==> src/core/asi_regs.svh <==
// Register map, field positions, reset values and timing counts.
// Assumes a 125 MHz system clock; included by bare name.
`ifndef ASI_REGS_SVH
`define ASI_REGS_SVH

// ************************************************
// Register byte offsets
// ************************************************
`define ASI_OFF_CTRL 8'h00
`define ASI_OFF_IN_POINTS 8'h04
`define ASI_OFF_OUT_POINTS 8'h08
`define ASI_OFF_STATUS 8'h0C
`define ASI_OFF_MASK 8'h10
`define ASI_OFF_FLAGS 8'h14
`define ASI_OFF_INFO 8'h18

// ************************************************
// Fields and reset values
// ************************************************
`define ASI_CTRL_CONNECT 0
`define ASI_ST_LINK_ERR 0
`define ASI_ST_PWR_FAIL 1
`define ASI_ST_TIMEOUT 2
`define ASI_ST_EXCHANGE 3
`define ASI_FLAG_COMM_ERR 0
`define ASI_FLAG_PWR_FAIL 1
`define ASI_FLAG_ABSENT 2
`define ASI_INFO_PARAM_LSB 8
`define ASI_PARAM_RST 4'h1
`define ASI_PARAM_MONITOR 0
`define ASI_ADDR_RST 5'h00
// Configuration and identification codes: arbitrary values
`define ASI_IO_CODE 4'h3
`define ASI_ID_CODE 4'h1

// ************************************************
// Timing
// ************************************************
`define ASI_COMM_TMO_MS 70
`define ASI_CLK_KHZ 125000
`define ASI_COMM_TMO_CYC (`ASI_COMM_TMO_MS * `ASI_CLK_KHZ)

`endif

==> src/core/asi_pkg.sv <==
// Types shared by the slave station modules.
// Assumes asi_regs.svh holds the numeric constants.
package asi_pkg;

   // ************************************************
   // Master request kinds
   // ************************************************
   typedef enum logic [2:0] {
      ASI_CMD_DATA = 3'h0,
      ASI_CMD_PARAM = 3'h1,
      ASI_CMD_ASSIGN = 3'h2,
      ASI_CMD_DELETE = 3'h3,
      ASI_CMD_READ_IO = 3'h4,
      ASI_CMD_READ_ID = 3'h5
   } asi_cmd_type;

   typedef struct packed {
      asi_cmd_type kind;
      logic [4:0] addr;
      logic [4:0] data;
   } asi_req_type;

   typedef struct packed {
      logic valid;
      logic [3:0] data;
   } asi_rsp_type;

endpackage

==> src/core/asi_comm_mon.sv <==
// Communication monitor: times the gap since the last exchange.
// Assumes activity_i pulses once per exchange addressed to this station.
`timescale 1ns/1ps
`include "asi_regs.svh"
module asi_comm_mon #(
   parameter int unsigned TMO_CYCLES = `ASI_COMM_TMO_CYC
) (
   input wire logic clk_i,
   input wire logic rst_i,
   input wire logic enable_i,
   input wire logic activity_i,
   output logic timeout_o,
   output logic absent_o
);
   localparam logic [23:0] TMO_LAST = 24'(TMO_CYCLES - 1);
   logic [23:0] gap_reg;

   always_ff @(posedge clk_i or posedge rst_i) begin
      if (rst_i) begin
         gap_reg <= 24'h000000;
      end else if (activity_i) begin
         gap_reg <= 24'h000000;
      end else if (gap_reg != TMO_LAST) begin
         gap_reg <= gap_reg + 24'h000001;
      end
   end

   always_ff @(posedge clk_i or posedge rst_i) begin
      if (rst_i) begin
         timeout_o <= 1'b0;
         absent_o <= 1'b0;
      end else begin
         timeout_o <= enable_i && !activity_i && (gap_reg == TMO_LAST - 24'h000001);
         absent_o <= !activity_i && (gap_reg == TMO_LAST - 24'h000001 || absent_o);
      end
   end

   AST_TMO_AFTER_ACT: assert property (@(posedge clk_i) disable iff (rst_i)
      activity_i |=> !timeout_o)
      else $error("timeout right after activity");

endmodule // asi_comm_mon

==> src/core/asi_station.sv <==
// Station engine: address, parameter bits and point exchange with the master.
// Assumes one decoded request per req_valid_i pulse from the line receiver.
`timescale 1ns/1ps
`include "asi_regs.svh"
module asi_station
   import asi_pkg::*;
(
   input wire logic clk_i,
   input wire logic rst_i,
   input wire logic connect_i,
   input wire logic req_valid_i,
   input asi_req_type req_i,
   input wire logic [3:0] out_points_i,
   input wire logic clear_in_i,
   output logic [4:0] addr_o,
   output logic [3:0] param_o,
   output logic [3:0] in_points_o,
   output asi_rsp_type rsp_o,
   output logic exch_o
);
   logic live;
   logic own;
   assign live = req_valid_i && connect_i;
   assign own = live && (req_i.addr == addr_o);

   always_ff @(posedge clk_i or posedge rst_i) begin
      if (rst_i) begin
         addr_o <= `ASI_ADDR_RST;
      end else if (own && req_i.kind == ASI_CMD_ASSIGN && addr_o == 5'h00) begin
         if (req_i.data != 5'h00) begin
            addr_o <= req_i.data;
         end
      end else if (own && req_i.kind == ASI_CMD_DELETE) begin
         addr_o <= 5'h00;
      end
   end

   always_ff @(posedge clk_i or posedge rst_i) begin
      if (rst_i) begin
         param_o <= `ASI_PARAM_RST;
      end else if (own && req_i.kind == ASI_CMD_PARAM) begin
         param_o <= req_i.data[3:0];
      end
   end

   always_ff @(posedge clk_i or posedge rst_i) begin
      if (rst_i) begin
         in_points_o <= 4'h0;
         exch_o <= 1'b0;
      end else begin
         exch_o <= own && req_i.kind == ASI_CMD_DATA && addr_o != 5'h00;
         if (own && req_i.kind == ASI_CMD_DATA && addr_o != 5'h00) begin
            in_points_o <= req_i.data[3:0];
         end else if (clear_in_i) begin
            in_points_o <= 4'h0;
         end
      end
   end

   always_ff @(posedge clk_i or posedge rst_i) begin
      if (rst_i) begin
         rsp_o <= '0;
      end else begin
         rsp_o.valid <= 1'b0;
         rsp_o.data <= 4'h0;
         if (own) begin
            case (req_i.kind)
               ASI_CMD_DATA: begin
                  rsp_o.valid <= (addr_o != 5'h00);
                  rsp_o.data <= out_points_i;
               end
               ASI_CMD_PARAM: begin
                  rsp_o.valid <= 1'b1;
                  rsp_o.data <= req_i.data[3:0];
               end
               ASI_CMD_ASSIGN, ASI_CMD_DELETE: begin
                  rsp_o.valid <= 1'b1;
               end
               ASI_CMD_READ_IO: begin
                  rsp_o.valid <= 1'b1;
                  rsp_o.data <= `ASI_IO_CODE;
               end
               ASI_CMD_READ_ID: begin
                  rsp_o.valid <= 1'b1;
                  rsp_o.data <= `ASI_ID_CODE;
               end
               default: begin
                  rsp_o.valid <= 1'b0;
               end
            endcase
         end
      end
   end

   AST_DISCONNECTED_SILENT: assert property (@(posedge clk_i) disable iff (rst_i)
      (req_valid_i && !connect_i) |=> !rsp_o.valid && $stable(addr_o))
      else $error("station answered while unconnected");

   AST_DELETE_ADDR: assert property (@(posedge clk_i) disable iff (rst_i)
      (own && req_i.kind == ASI_CMD_DELETE) |=> addr_o == 5'h00)
      else $error("address not returned to zero");

endmodule // asi_station

==> src/core/asi_slave_io.sv <==
// Functional notes
// - The station exchanges four input points and four output points with the network.
// - Data bits 0 to 3 of each exchange carry points one to four in both directions.
// - The master assigns the station number, which is zero after reset until set.
// - With monitor parameter bit 0 set, the default, inputs clear after 70 ms without traffic.
// - A network communication error raises the communication error flag toward the host.
// - A network power failure raises a separate power fail flag toward the host.
// - The connect control bit on lets the station take part, off keeps it unconnected.
//
// Top of the slave station: AXI4-Lite register slave, flags and interrupt.
// Assumes a line receiver delivers decoded requests synchronous to clk_i.
`timescale 1ns/1ps
`include "asi_regs.svh"
module asi_slave_io
   import asi_pkg::*;
#(
   parameter int unsigned TMO_CYCLES = `ASI_COMM_TMO_CYC
) (
   input wire logic clk_i,
   input wire logic rst_i,
   input wire logic [7:0] s_axi_awaddr_i,
   input wire logic s_axi_awvalid_i,
   output logic s_axi_awready_o,
   input wire logic [31:0] s_axi_wdata_i,
   input wire logic [3:0] s_axi_wstrb_i,
   input wire logic s_axi_wvalid_i,
   output logic s_axi_wready_o,
   output logic [1:0] s_axi_bresp_o,
   output logic s_axi_bvalid_o,
   input wire logic s_axi_bready_i,
   input wire logic [7:0] s_axi_araddr_i,
   input wire logic s_axi_arvalid_i,
   output logic s_axi_arready_o,
   output logic [31:0] s_axi_rdata_o,
   output logic [1:0] s_axi_rresp_o,
   output logic s_axi_rvalid_o,
   input wire logic s_axi_rready_i,
   input wire logic req_valid_i,
   input asi_req_type req_i,
   input wire logic link_err_i,
   input wire logic bus_power_ok_i,
   output asi_rsp_type rsp_o,
   output logic irq_o
);

   // ************************************************
   // Declarations
   // ************************************************
   logic [7:0] aw_addr_reg;
   logic [7:0] wr_data_reg;
   logic wr_lane0_reg;
   logic aw_have_reg;
   logic w_have_reg;
   logic network_connect_control_reg;
   logic [3:0] network_output_points_reg;
   logic [3:0] stat_reg;
   logic [3:0] stat_next;
   logic [3:0] mask_reg;
   logic [3:0] mask_next;
   logic comm_error_flag_reg;
   logic bus_power_fail_flag_reg;
   logic pwr_ok_prev_reg;
   logic [3:0] event_set;
   logic wr_fire;
   logic rd_fire;
   logic stat_rd;
   logic [4:0] addr;
   logic [3:0] param;
   logic [3:0] network_input_points;
   logic exch;
   logic timeout;
   logic absent;
   logic [31:0] rd_word;
   logic rd_ok;

   function automatic logic hit(input logic [7:0] a, input logic [7:0] off);
      hit = (a[7:2] == off[7:2]);
   endfunction

   function automatic logic mapped(input logic [7:0] a);
      mapped = hit(a, `ASI_OFF_CTRL) || hit(a, `ASI_OFF_IN_POINTS) ||
         hit(a, `ASI_OFF_OUT_POINTS) || hit(a, `ASI_OFF_STATUS) ||
         hit(a, `ASI_OFF_MASK) || hit(a, `ASI_OFF_FLAGS) || hit(a, `ASI_OFF_INFO);
   endfunction

   // ************************************************
   // Station engine and communication monitor
   // ************************************************
   asi_station u_station (
      .clk_i(clk_i),
      .rst_i(rst_i),
      .connect_i(network_connect_control_reg),
      .req_valid_i(req_valid_i),
      .req_i(req_i),
      .out_points_i(network_output_points_reg),
      .clear_in_i(timeout),
      .addr_o(addr),
      .param_o(param),
      .in_points_o(network_input_points),
      .rsp_o(rsp_o),
      .exch_o(exch)
   );

   asi_comm_mon #(
      .TMO_CYCLES(TMO_CYCLES)
   ) u_mon (
      .clk_i(clk_i),
      .rst_i(rst_i),
      .enable_i(param[`ASI_PARAM_MONITOR]),
      .activity_i(exch),
      .timeout_o(timeout),
      .absent_o(absent)
   );

   // ************************************************
   // Write channels
   // ************************************************
   assign wr_fire = aw_have_reg && w_have_reg && !s_axi_bvalid_o;

   always_ff @(posedge clk_i or posedge rst_i) begin
      if (rst_i) begin
         aw_have_reg <= 1'b0;
         aw_addr_reg <= 8'h00;
         s_axi_awready_o <= 1'b1;
      end else if (s_axi_awvalid_i && s_axi_awready_o) begin
         aw_have_reg <= 1'b1;
         aw_addr_reg <= s_axi_awaddr_i;
         s_axi_awready_o <= 1'b0;
      end else if (s_axi_bvalid_o && s_axi_bready_i) begin
         aw_have_reg <= 1'b0;
         s_axi_awready_o <= 1'b1;
      end
   end

   always_ff @(posedge clk_i or posedge rst_i) begin
      if (rst_i) begin
         w_have_reg <= 1'b0;
         wr_data_reg <= 8'h00;
         wr_lane0_reg <= 1'b0;
         s_axi_wready_o <= 1'b1;
      end else if (s_axi_wvalid_i && s_axi_wready_o) begin
         w_have_reg <= 1'b1;
         wr_data_reg <= s_axi_wdata_i[7:0];
         wr_lane0_reg <= s_axi_wstrb_i[0];
         s_axi_wready_o <= 1'b0;
      end else if (s_axi_bvalid_o && s_axi_bready_i) begin
         w_have_reg <= 1'b0;
         s_axi_wready_o <= 1'b1;
      end
   end

   always_ff @(posedge clk_i or posedge rst_i) begin
      if (rst_i) begin
         s_axi_bvalid_o <= 1'b0;
         s_axi_bresp_o <= 2'h0;
      end else if (wr_fire) begin
         s_axi_bvalid_o <= 1'b1;
         s_axi_bresp_o <= mapped(aw_addr_reg) ? 2'h0 : 2'h3;
      end else if (s_axi_bready_i) begin
         s_axi_bvalid_o <= 1'b0;
      end
   end

   // ************************************************
   // Writable registers
   // ************************************************
   always_ff @(posedge clk_i or posedge rst_i) begin
      if (rst_i) begin
         network_connect_control_reg <= 1'b0;
         network_output_points_reg <= 4'h0;
         mask_reg <= 4'h0;
      end else if (wr_fire && wr_lane0_reg) begin
         if (hit(aw_addr_reg, `ASI_OFF_CTRL)) begin
            network_connect_control_reg <= wr_data_reg[`ASI_CTRL_CONNECT];
         end
         if (hit(aw_addr_reg, `ASI_OFF_OUT_POINTS)) begin
            network_output_points_reg <= wr_data_reg[3:0];
         end
         if (hit(aw_addr_reg, `ASI_OFF_MASK)) begin
            mask_reg <= wr_data_reg[3:0];
         end
      end
   end

   // ************************************************
   // Error flags
   // ************************************************
   always_ff @(posedge clk_i or posedge rst_i) begin
      if (rst_i) begin
         comm_error_flag_reg <= 1'b0;
         bus_power_fail_flag_reg <= 1'b0;
         pwr_ok_prev_reg <= 1'b1;
      end else begin
         pwr_ok_prev_reg <= bus_power_ok_i;
         bus_power_fail_flag_reg <= !bus_power_ok_i;
         if (link_err_i || !bus_power_ok_i || absent) begin
            comm_error_flag_reg <= 1'b1;
         end else if (exch) begin
            comm_error_flag_reg <= 1'b0;
         end
      end
   end

   // ************************************************
   // Interrupt status, cleared by read
   // ************************************************
   assign event_set[`ASI_ST_LINK_ERR] = link_err_i;
   assign event_set[`ASI_ST_PWR_FAIL] = pwr_ok_prev_reg && !bus_power_ok_i;
   assign event_set[`ASI_ST_TIMEOUT] = timeout;
   assign event_set[`ASI_ST_EXCHANGE] = exch;
   assign stat_rd = rd_fire && hit(s_axi_araddr_i, `ASI_OFF_STATUS);

   always_comb begin
      stat_next = stat_reg;
      if (stat_rd) begin
         stat_next = 4'h0;
      end
      stat_next = stat_next | event_set;
   end

   // Mask as it stands after this edge, so irq follows a mask write at once
   always_comb begin
      mask_next = mask_reg;
      if (wr_fire && wr_lane0_reg && hit(aw_addr_reg, `ASI_OFF_MASK)) begin
         mask_next = wr_data_reg[3:0];
      end
   end

   always_ff @(posedge clk_i or posedge rst_i) begin
      if (rst_i) begin
         stat_reg <= 4'h0;
         irq_o <= 1'b0;
      end else begin
         stat_reg <= stat_next;
         irq_o <= |(stat_next & mask_next);
      end
   end

   // ************************************************
   // Read channel
   // ************************************************
   assign rd_fire = s_axi_arvalid_i && s_axi_arready_o;

   always_comb begin
      rd_word = 32'h00000000;
      rd_ok = 1'b1;
      if (hit(s_axi_araddr_i, `ASI_OFF_CTRL)) begin
         rd_word[`ASI_CTRL_CONNECT] = network_connect_control_reg;
      end else if (hit(s_axi_araddr_i, `ASI_OFF_IN_POINTS)) begin
         rd_word[3:0] = network_input_points;
      end else if (hit(s_axi_araddr_i, `ASI_OFF_OUT_POINTS)) begin
         rd_word[3:0] = network_output_points_reg;
      end else if (hit(s_axi_araddr_i, `ASI_OFF_STATUS)) begin
         rd_word[3:0] = stat_reg;
      end else if (hit(s_axi_araddr_i, `ASI_OFF_MASK)) begin
         rd_word[3:0] = mask_reg;
      end else if (hit(s_axi_araddr_i, `ASI_OFF_FLAGS)) begin
         rd_word[`ASI_FLAG_COMM_ERR] = comm_error_flag_reg;
         rd_word[`ASI_FLAG_PWR_FAIL] = bus_power_fail_flag_reg;
         rd_word[`ASI_FLAG_ABSENT] = absent;
      end else if (hit(s_axi_araddr_i, `ASI_OFF_INFO)) begin
         rd_word[4:0] = addr;
         rd_word[`ASI_INFO_PARAM_LSB +: 4] = param;
      end else begin
         rd_ok = 1'b0;
      end
   end

   always_ff @(posedge clk_i or posedge rst_i) begin
      if (rst_i) begin
         s_axi_arready_o <= 1'b1;
         s_axi_rvalid_o <= 1'b0;
         s_axi_rdata_o <= 32'h00000000;
         s_axi_rresp_o <= 2'h0;
      end else if (rd_fire) begin
         s_axi_arready_o <= 1'b0;
         s_axi_rvalid_o <= 1'b1;
         s_axi_rdata_o <= rd_word;
         s_axi_rresp_o <= rd_ok ? 2'h0 : 2'h3;
      end else if (s_axi_rvalid_o && s_axi_rready_i) begin
         s_axi_arready_o <= 1'b1;
         s_axi_rvalid_o <= 1'b0;
      end
   end

   // ************************************************
   // Checks
   // ************************************************
   AST_TMO_CLEARS_INPUTS: assert property (@(posedge clk_i) disable iff (rst_i)
      (timeout && !exch) |=> network_input_points == 4'h0)
      else $error("inputs not cleared after timeout");

   AST_MONITOR_OFF_KEEPS: assert property (@(posedge clk_i) disable iff (rst_i)
      (!param[`ASI_PARAM_MONITOR] && !exch) |=> !timeout)
      else $error("timeout with monitor disabled");

   AST_EXCH_POINTS: assert property (@(posedge clk_i) disable iff (rst_i)
      (req_valid_i && network_connect_control_reg && req_i.kind == ASI_CMD_DATA &&
       req_i.addr == addr && addr != 5'h00)
      |=> network_input_points == $past(req_i.data[3:0]) && rsp_o.valid &&
          rsp_o.data == $past(network_output_points_reg))
      else $error("data exchange mismatch");

   AST_ID_CODE: assert property (@(posedge clk_i) disable iff (rst_i)
      (req_valid_i && network_connect_control_reg && req_i.kind == ASI_CMD_READ_ID &&
       req_i.addr == addr) |=> rsp_o.valid && rsp_o.data == `ASI_ID_CODE)
      else $error("wrong identification code");

   AST_ADDR_AT_RESET: assert property (@(posedge clk_i)
      $fell(rst_i) |-> addr == 5'h00)
      else $error("address not zero after reset");

   AST_COMM_ERR_SET: assert property (@(posedge clk_i) disable iff (rst_i)
      link_err_i |=> comm_error_flag_reg ##1 stat_reg[`ASI_ST_LINK_ERR] || $past(stat_rd))
      else $error("communication error flag not raised");

   AST_PWR_FLAGS: assert property (@(posedge clk_i) disable iff (rst_i)
      (!bus_power_ok_i) |=> bus_power_fail_flag_reg && comm_error_flag_reg)
      else $error("power fail flags not raised");

   AST_PWR_RECOVER: assert property (@(posedge clk_i) disable iff (rst_i)
      bus_power_ok_i [*2] |-> !bus_power_fail_flag_reg)
      else $error("power fail flag stuck");

   AST_IRQ_LEVEL: assert property (@(posedge clk_i) disable iff (rst_i)
      ##1 irq_o == |(stat_reg & mask_reg))
      else $error("interrupt does not follow status and mask");

   AST_STAT_SET_WINS: assert property (@(posedge clk_i) disable iff (rst_i)
      (stat_rd && timeout) |=> stat_reg[`ASI_ST_TIMEOUT])
      else $error("event lost on status read");

   AST_BVALID_HOLD: assert property (@(posedge clk_i) disable iff (rst_i)
      (s_axi_bvalid_o && !s_axi_bready_i) |=> s_axi_bvalid_o && $stable(s_axi_bresp_o))
      else $error("write response dropped");

   AST_WRITE_ANSWER: assert property (@(posedge clk_i) disable iff (rst_i)
      (aw_have_reg && w_have_reg && !s_axi_bvalid_o) |=> s_axi_bvalid_o)
      else $error("write not answered");

   AST_RVALID_HOLD: assert property (@(posedge clk_i) disable iff (rst_i)
      (s_axi_rvalid_o && !s_axi_rready_i) |=> s_axi_rvalid_o && $stable(s_axi_rdata_o))
      else $error("read data changed before taken");

   AST_CONNECT_WRITE: assert property (@(posedge clk_i) disable iff (rst_i)
      (wr_fire && wr_lane0_reg && hit(aw_addr_reg, `ASI_OFF_CTRL))
      |=> network_connect_control_reg == $past(wr_data_reg[`ASI_CTRL_CONNECT]))
      else $error("connect control not stored");

endmodule // asi_slave_io

==> config.mk <==
export PLATFORM = sky130hd
export DESIGN_NAME = asi_slave_io
export DESIGN_NICKNAME = d
export VERILOG_FILES = /design/src/core/asi_pkg.sv /design/src/core/asi_comm_mon.sv /design/src/core/asi_station.sv /design/src/core/asi_slave_io.sv
export VERILOG_INCLUDE_DIRS = /design/src /design/src/core
export SDC_FILE = /design/constraint.sdc
export NUM_CORES = 1
export LEC_CHECK = 0
export BUFFER_PORTS_ARGS = -buffer_cell sky130_fd_sc_hd__buf_4
export CORE_MARGIN = 1.5
export CORE_UTILIZATION = 53
export DETAILED_ROUTE_END_ITERATION = 12
export PLACE_DENSITY = 0.81
export SYNTH_ARGS = -nofsm -noshare
export SYNTH_HDL_FRONTEND = slang
export SYNTH_HIERARCHICAL = 1
export SYNTH_SLANG_ARGS = --single-unit
==> constraint.sdc <==
create_clock -name clk_i -period 2 [get_ports clk_i]
set_input_delay 0.1 -clock clk_i [delete_from_list [all_inputs] [get_ports clk_i]]
set_output_delay 0.1 -clock clk_i [all_outputs]
set_load 0.01 [all_outputs]
==> flow_summary.toml, run 1 <==
[layout]
n_fill_cell = 651
final_cell_mix = "86 x dfrtp_1, 70 x buf_4, 35 x nor2_1"
largest_register_ffs = 24
finalNetCount = 584
multiInputGateArea_sq_mm = 0.00196
final_common_cell = "dfrtp_1"
diodes = 0
syn_to_final_growth_pct = 21.9
drive_gt1_share_pct = 26.6
regArea_sq_mm = 0.00228
instances_no_fill = 617

[critical_path]
cp.required_ns = 2.25
cp-start-kind = "register"
r2r-start = "u_station/addr_o[3]"
r2r_setup_slack_ns = 0.16
path_class = "reg -> reg"
crit_arrival_ns = 2.08
crit_end = "u_station/in_points_o[3]"
reg2regPathDepth = 4
cp.depth = 4
path_delay_family = "flip-flops"
endpoint_kind = "register"
r2r_end = "u_station/in_points_o[3]"
worstPathCellList = "xor2_1, a2111oi_4, nand4b_1, mux2_2"
cp_slowest_stage_delay_ns = 0.45
critPathMaxFanout = 6
path_buf_inv = 0
startpoint = "u_station/addr_o[3]"
cpMaxStageDelayCell = "dfrtp_1"

[power]
p_total_mw = 3.53
power_density_mw_per_mm2 = 650
irDropWorstVdd_v = 0.000428
power_leakage_nw = 2.69

[die]
core-area_sq_mm = 0.00818
pin_count = 122
die_w_um = 94.6
num_rows = 33
dieArea_sq_mm = 0.00895
initial_core_util_pct = 54.4
die_h_um = 94.6

[run]
drv_cap = 0

[grt]
grt_util_all_layers_pct = 21.8
overflow = 0
grt_start_max_net_pins = 42
grt_pass1_vias = 3222
grt_first_pass_wirelength_mm = 15.0
grt_antenna_before_repair = 0

[synth]
yosysUniqueCellTypes = 53
synth_cells = 412
ys_warn_count = 6
ys_seq_area_share_pct = 51.3
synth-edff-count = 0
ys_ff_latch = 91
yosys_most_used_dff = "dfrtp_1"
synthArstFlopShare_pct = 100
avgSynthCellArea_sq_um = 10.8
synth_area_sq_mm = 0.00445

[clocking]
numCtsBuffers = 9
htreeDepth = 3
cts-root-buf = "clkbuf_8"
path_clk_slew_ns = 0.09
cts_tree = "done"
cts_num_sinks = 91
clockBufferDepth = 2
clock_latency_ns = 0.36

[sta]
tightest_slew_ns = 0.750
rsz0062_at_grt = "false"
finalSetupTns_ns = 0
clock-skew-final_ns = 0.00965
fin_crit_ns = 1.84
finalSetupViolCount = 0
post-route-period-util_pct = 91.8
slew_violations = 0
hold_slack_ns = 0.0282
worst_slack_ns = 0.165
max_slew_margin_pct = 50.0
fmax_ghz = 0.545
hold_viol_final = 0

[placement]
dpl.cell_count = 574
hpwl_mm = 6.69
place.gp.congestion = 0.869
post-place-ws_ns = 0.195
port_buffers = 63

[run_status]
outcome = "completed"

[detailed_routing]
vias = 3378
drc = 0
drtIter0Drc = 155
vias_per_cell = 5.47
drt-pass1-iter-count = 4
wire_per_inst_um = 15.0
ant_nets = 0
routed_wirelength_mm = 9.24

[min_path]
hold_class = "in -> reg"
==> area by class of cell <==
| class | count | share of cell area (%) |
|---|---|---|
| clock buffer | 9 | 2.28 |
| clock inverter | 7 | 1.41 |
| inverter | 13 | 0.900 |
| multi-input combinational | 295 | 36.2 |
| sequential | 91 | 42.1 |
| tap | 105 | 2.42 |
| timing repair buffer | 97 | 14.7 |
==> kinds of logic after synthesis <==
kind of cell	share of synthesized area (%)
AO/OA/AOI/OAI	10.2
XOR/XNOR	4.53
adder cells (fa/ha/maj)	0.562
buffers and inverters	6.36
flip-flops	51.3
multiplexers	9.14
other	0.0843
AND/OR/NAND/NOR	17.8
==> worst min-delay path: stages <==
cell and delay, ns:
buf_4 0.12, inv_1 0.05, a21o_1 0.10
==> where the power goes <==
part	switching, mW	internal (mW)	leakage, nW
registers	0.0244	1.88	1.22
clock network	0.667	0.588	0.102
logic	0.188	0.181	1.38
total	0.880	2.65	2.69
==> per-layer routing <==
metal	up-vias	part of all wire, %	track usage (%)
met3	13	4.3	3.78
met5	-	0	0
met1	1649	44	28.4
met2	106	50	36.4
met4	0	1.6	8.21
li1	1610	-	-
==> synth_stat cells, types with 8 or more instances <==
cell / number / area [sq um]
nand3_1: 15 / 75.1
dfrtp_1: 86 / 2150
nand2_1: 33 / 124
clkbuf_1: 8 / 30.0
nand4_1: 9 / 56.3
o21ai_0: 11 / 55.1
a22o_1: 11 / 96.3
nor2b_1: 13 / 81.3
buf_4: 25 / 188
xor2_1: 16 / 140
nor2_1: 35 / 131
mux2i_1: 8 / 80.1
mux2_2: 29 / 327
inv_1: 13 / 48.8
nor3_1: 12 / 60.1
a21oi_1: 16 / 80.1
==> metrics by stage <==
step | utilization, % | area, sq um
global placement | 60.6 | 4950
detailed placement | 60.6 | 4950
global route | 66.3 | 5420
floorplan | - | 4530
CTS | 66.3 | 5420
finish | 66.3 | 5420
==> worst min path at each step <==
stage / slack (ns) / startpoint / end / depth (start not counted)
floorplan: 0.05 / rst_i / u_station/addr_o[0] / 1
global placement: 0.004 / rst_i / s_axi_rdata_o[8] / 2
detailed placement: 0.01 / rst_i / s_axi_rdata_o[4] / 2
CTS: 0.02 / s_axi_bready_i / s_axi_bvalid_o / 3
global route: 0.04 / s_axi_bready_i / s_axi_bvalid_o / 3
finish: 0.03 / s_axi_bready_i / s_axi_bvalid_o / 3
==> timing repair <==
action	CTS	global route
gates resized for setup	0	0
buffers inserted	0	0
hold buffers	27	0
endpoints found under the hold margin	102	0
No activity file was read; power rests on OpenSTA's default activity.
==> run 2: changes to the inputs <==
==> constraint.sdc (replaced) <==
create_clock -name clk_i -period 2 [get_ports clk_i]
set_input_delay 0.2 -clock clk_i [delete_from_list [all_inputs] [get_ports clk_i]]
set_output_delay 0.2 -clock clk_i [all_outputs]
set_load 0.01 [all_outputs]
==> flow_summary.toml, run 2 (synthesis results as in run 1) <==
[placement]
post-place-ws_ns = 0.0901
place.gp.congestion = 0.883
port_buffers = 63
hpwl_mm = 6.53

[run]
drv_cap = 0

[sta]
max_slew_margin_pct = 51.4
worst_slack_ns = 0.137
rsz0062_at_grt = "false"
post-route-period-util_pct = 93.2
finalSetupViolCount = 0
finalSetupTns_ns = 0
tightest_slew_ns = 0.728
fmax_ghz = 0.537
fin_crit_ns = 1.86
hold_viol_final = 0
clock-skew-final_ns = 0.00642
slew_violations = 0

[detailed_routing]
drt-pass1-iter-count = 5
ant_nets = 0
vias_per_cell = 5.52
routed_wirelength_mm = 8.98
wire_per_inst_um = 15.0
drtIter0Drc = 200
vias = 3303
drc = 0

[power]
irDropWorstVdd_v = 0.000311
power_density_mw_per_mm2 = 653
power_leakage_nw = 2.61

[clocking]
clock_latency_ns = 0.36
path_clk_slew_ns = 0.09
cts_tree = "done"
cts-root-buf = "clkbuf_8"
htreeDepth = 3
numCtsBuffers = 9
clockBufferDepth = 2
cts_num_sinks = 91

[die]
initial_core_util_pct = 54.4
die_h_um = 94.6
pin_count = 122
dieArea_sq_mm = 0.00895
die_w_um = 94.6
core-area_sq_mm = 0.00818
num_rows = 33

[critical_path]
cp.required_ns = 2.24
crit_arrival_ns = 2.10
critPathMaxFanout = 6
r2r_setup_slack_ns = 0.14
endpoint_kind = "register"
cp-start-kind = "register"
path_class = "reg -> reg"

[grt]
grt_pass1_vias = 3016
grt_first_pass_wirelength_mm = 14.3
grt_util_all_layers_pct = 20.8
grt_start_max_net_pins = 42
overflow = 0
grt_antenna_before_repair = 0

[layout]
n_fill_cell = 663
drive_gt1_share_pct = 28.0
syn_to_final_growth_pct = 17.3
fin_util_pct = 63.8
final_cell_mix = "86 x dfrtp_1, 73 x buf_4, 35 x nor2_1"
largest_register_ffs = 24
diodes = 0
final_common_cell = "dfrtp_1"
finalNetCount = 565

[min_path]
hold_class = "in -> reg"

[run_status]
outcome = "completed"
[run 2: cell types whose count changed in the layout (fill, tap and decap cells not counted)]
cell / change
inv_8: -1
clkbuf_8: +3
clkbuf_1: +1
buf_4: +3
bufinv_16: -1
clkinv_2: -1
inv_6: -1
dlygate4sd3_1: -22
[run 2: routing by layer]
layer	part of all wire (%)	vias up	track usage [%]	wire length, um
li1	-	1563	-	-
met5	0	-	0	0
met2	47	137	33.0	4250
met1	43	1581	27.5	3900
met4	2.4	0	8.46	218
met3	6.8	22	5.15	613
[run 2: what timing repair did]
action / CTS / global route
gates resized for setup: 0 / 0
hold buffers: 5 / 0
endpoints found under the setup margin: 0 / 6
endpoints found under the hold margin: 53 / 0
setup buffers: 0 / 1
[run 2: report_power, final]
group / switching (mW) / total (mW) / internal (mW)
Clock: 0.625 / 1.18 / 0.555
Sequential: 0.0223 / 1.90 / 1.88
Combinational: 0.178 / 0.330 / 0.152
Total: 0.826 / 3.41 / 2.58
[run 2: layout make-up]
type                            count  area (sq um)  area share, %
Tap cell                          105           131           2.52
Inverter                           13          48.8          0.935
Multi-Input combinational cell    295          1960           37.7
Clock buffer                       13           169           3.24
Clock inverter                      3          21.3          0.408
Sequential cell                    91          2280           43.8
Timing Repair Buffer               78           598           11.5
[run 2: final timing paths]
| kind | start | to | depth (start not counted) |
|---|---|---|---|
| hold / removal | s_axi_rready_i | s_axi_rvalid_o | 2 |
| setup reg to reg | u_station/addr_o[3] | u_station/in_points_o[1] | 4 |
| setup / recovery | u_station/addr_o[3] | u_station/in_points_o[1] | 4 |
| hold reg to reg | aw_have_reg | aw_have_reg | 2 |
| min in group asynchronous | rst_i | s_axi_rdata_o[9] | 3 |
| max in group asynchronous | rst_i | u_station/param_o[2] | 3 |
[run 2: critical path, stage by stage (launching register included)]
cell and delay, ns:
dfrtp_1 0.46, xor2_1 0.22, a2111oi_4 0.44, nand4b_1 0.29
mux2_2 0.35
[run 2: per-stage QoR]
step	total power, mW	instance area [sq um]	hold WS (ns)	cells
3_3_place_gp	2.25	4970	0.104	576
2_1_floorplan	2.14	4530	0.150	434
6_report	3.41	5220	0.0515	598
4_1_cts	3.44	5210	0.0456	597
5_1_grt	3.54	5220	0.0547	598
3_5_place_dp	2.26	4970	0.111	576
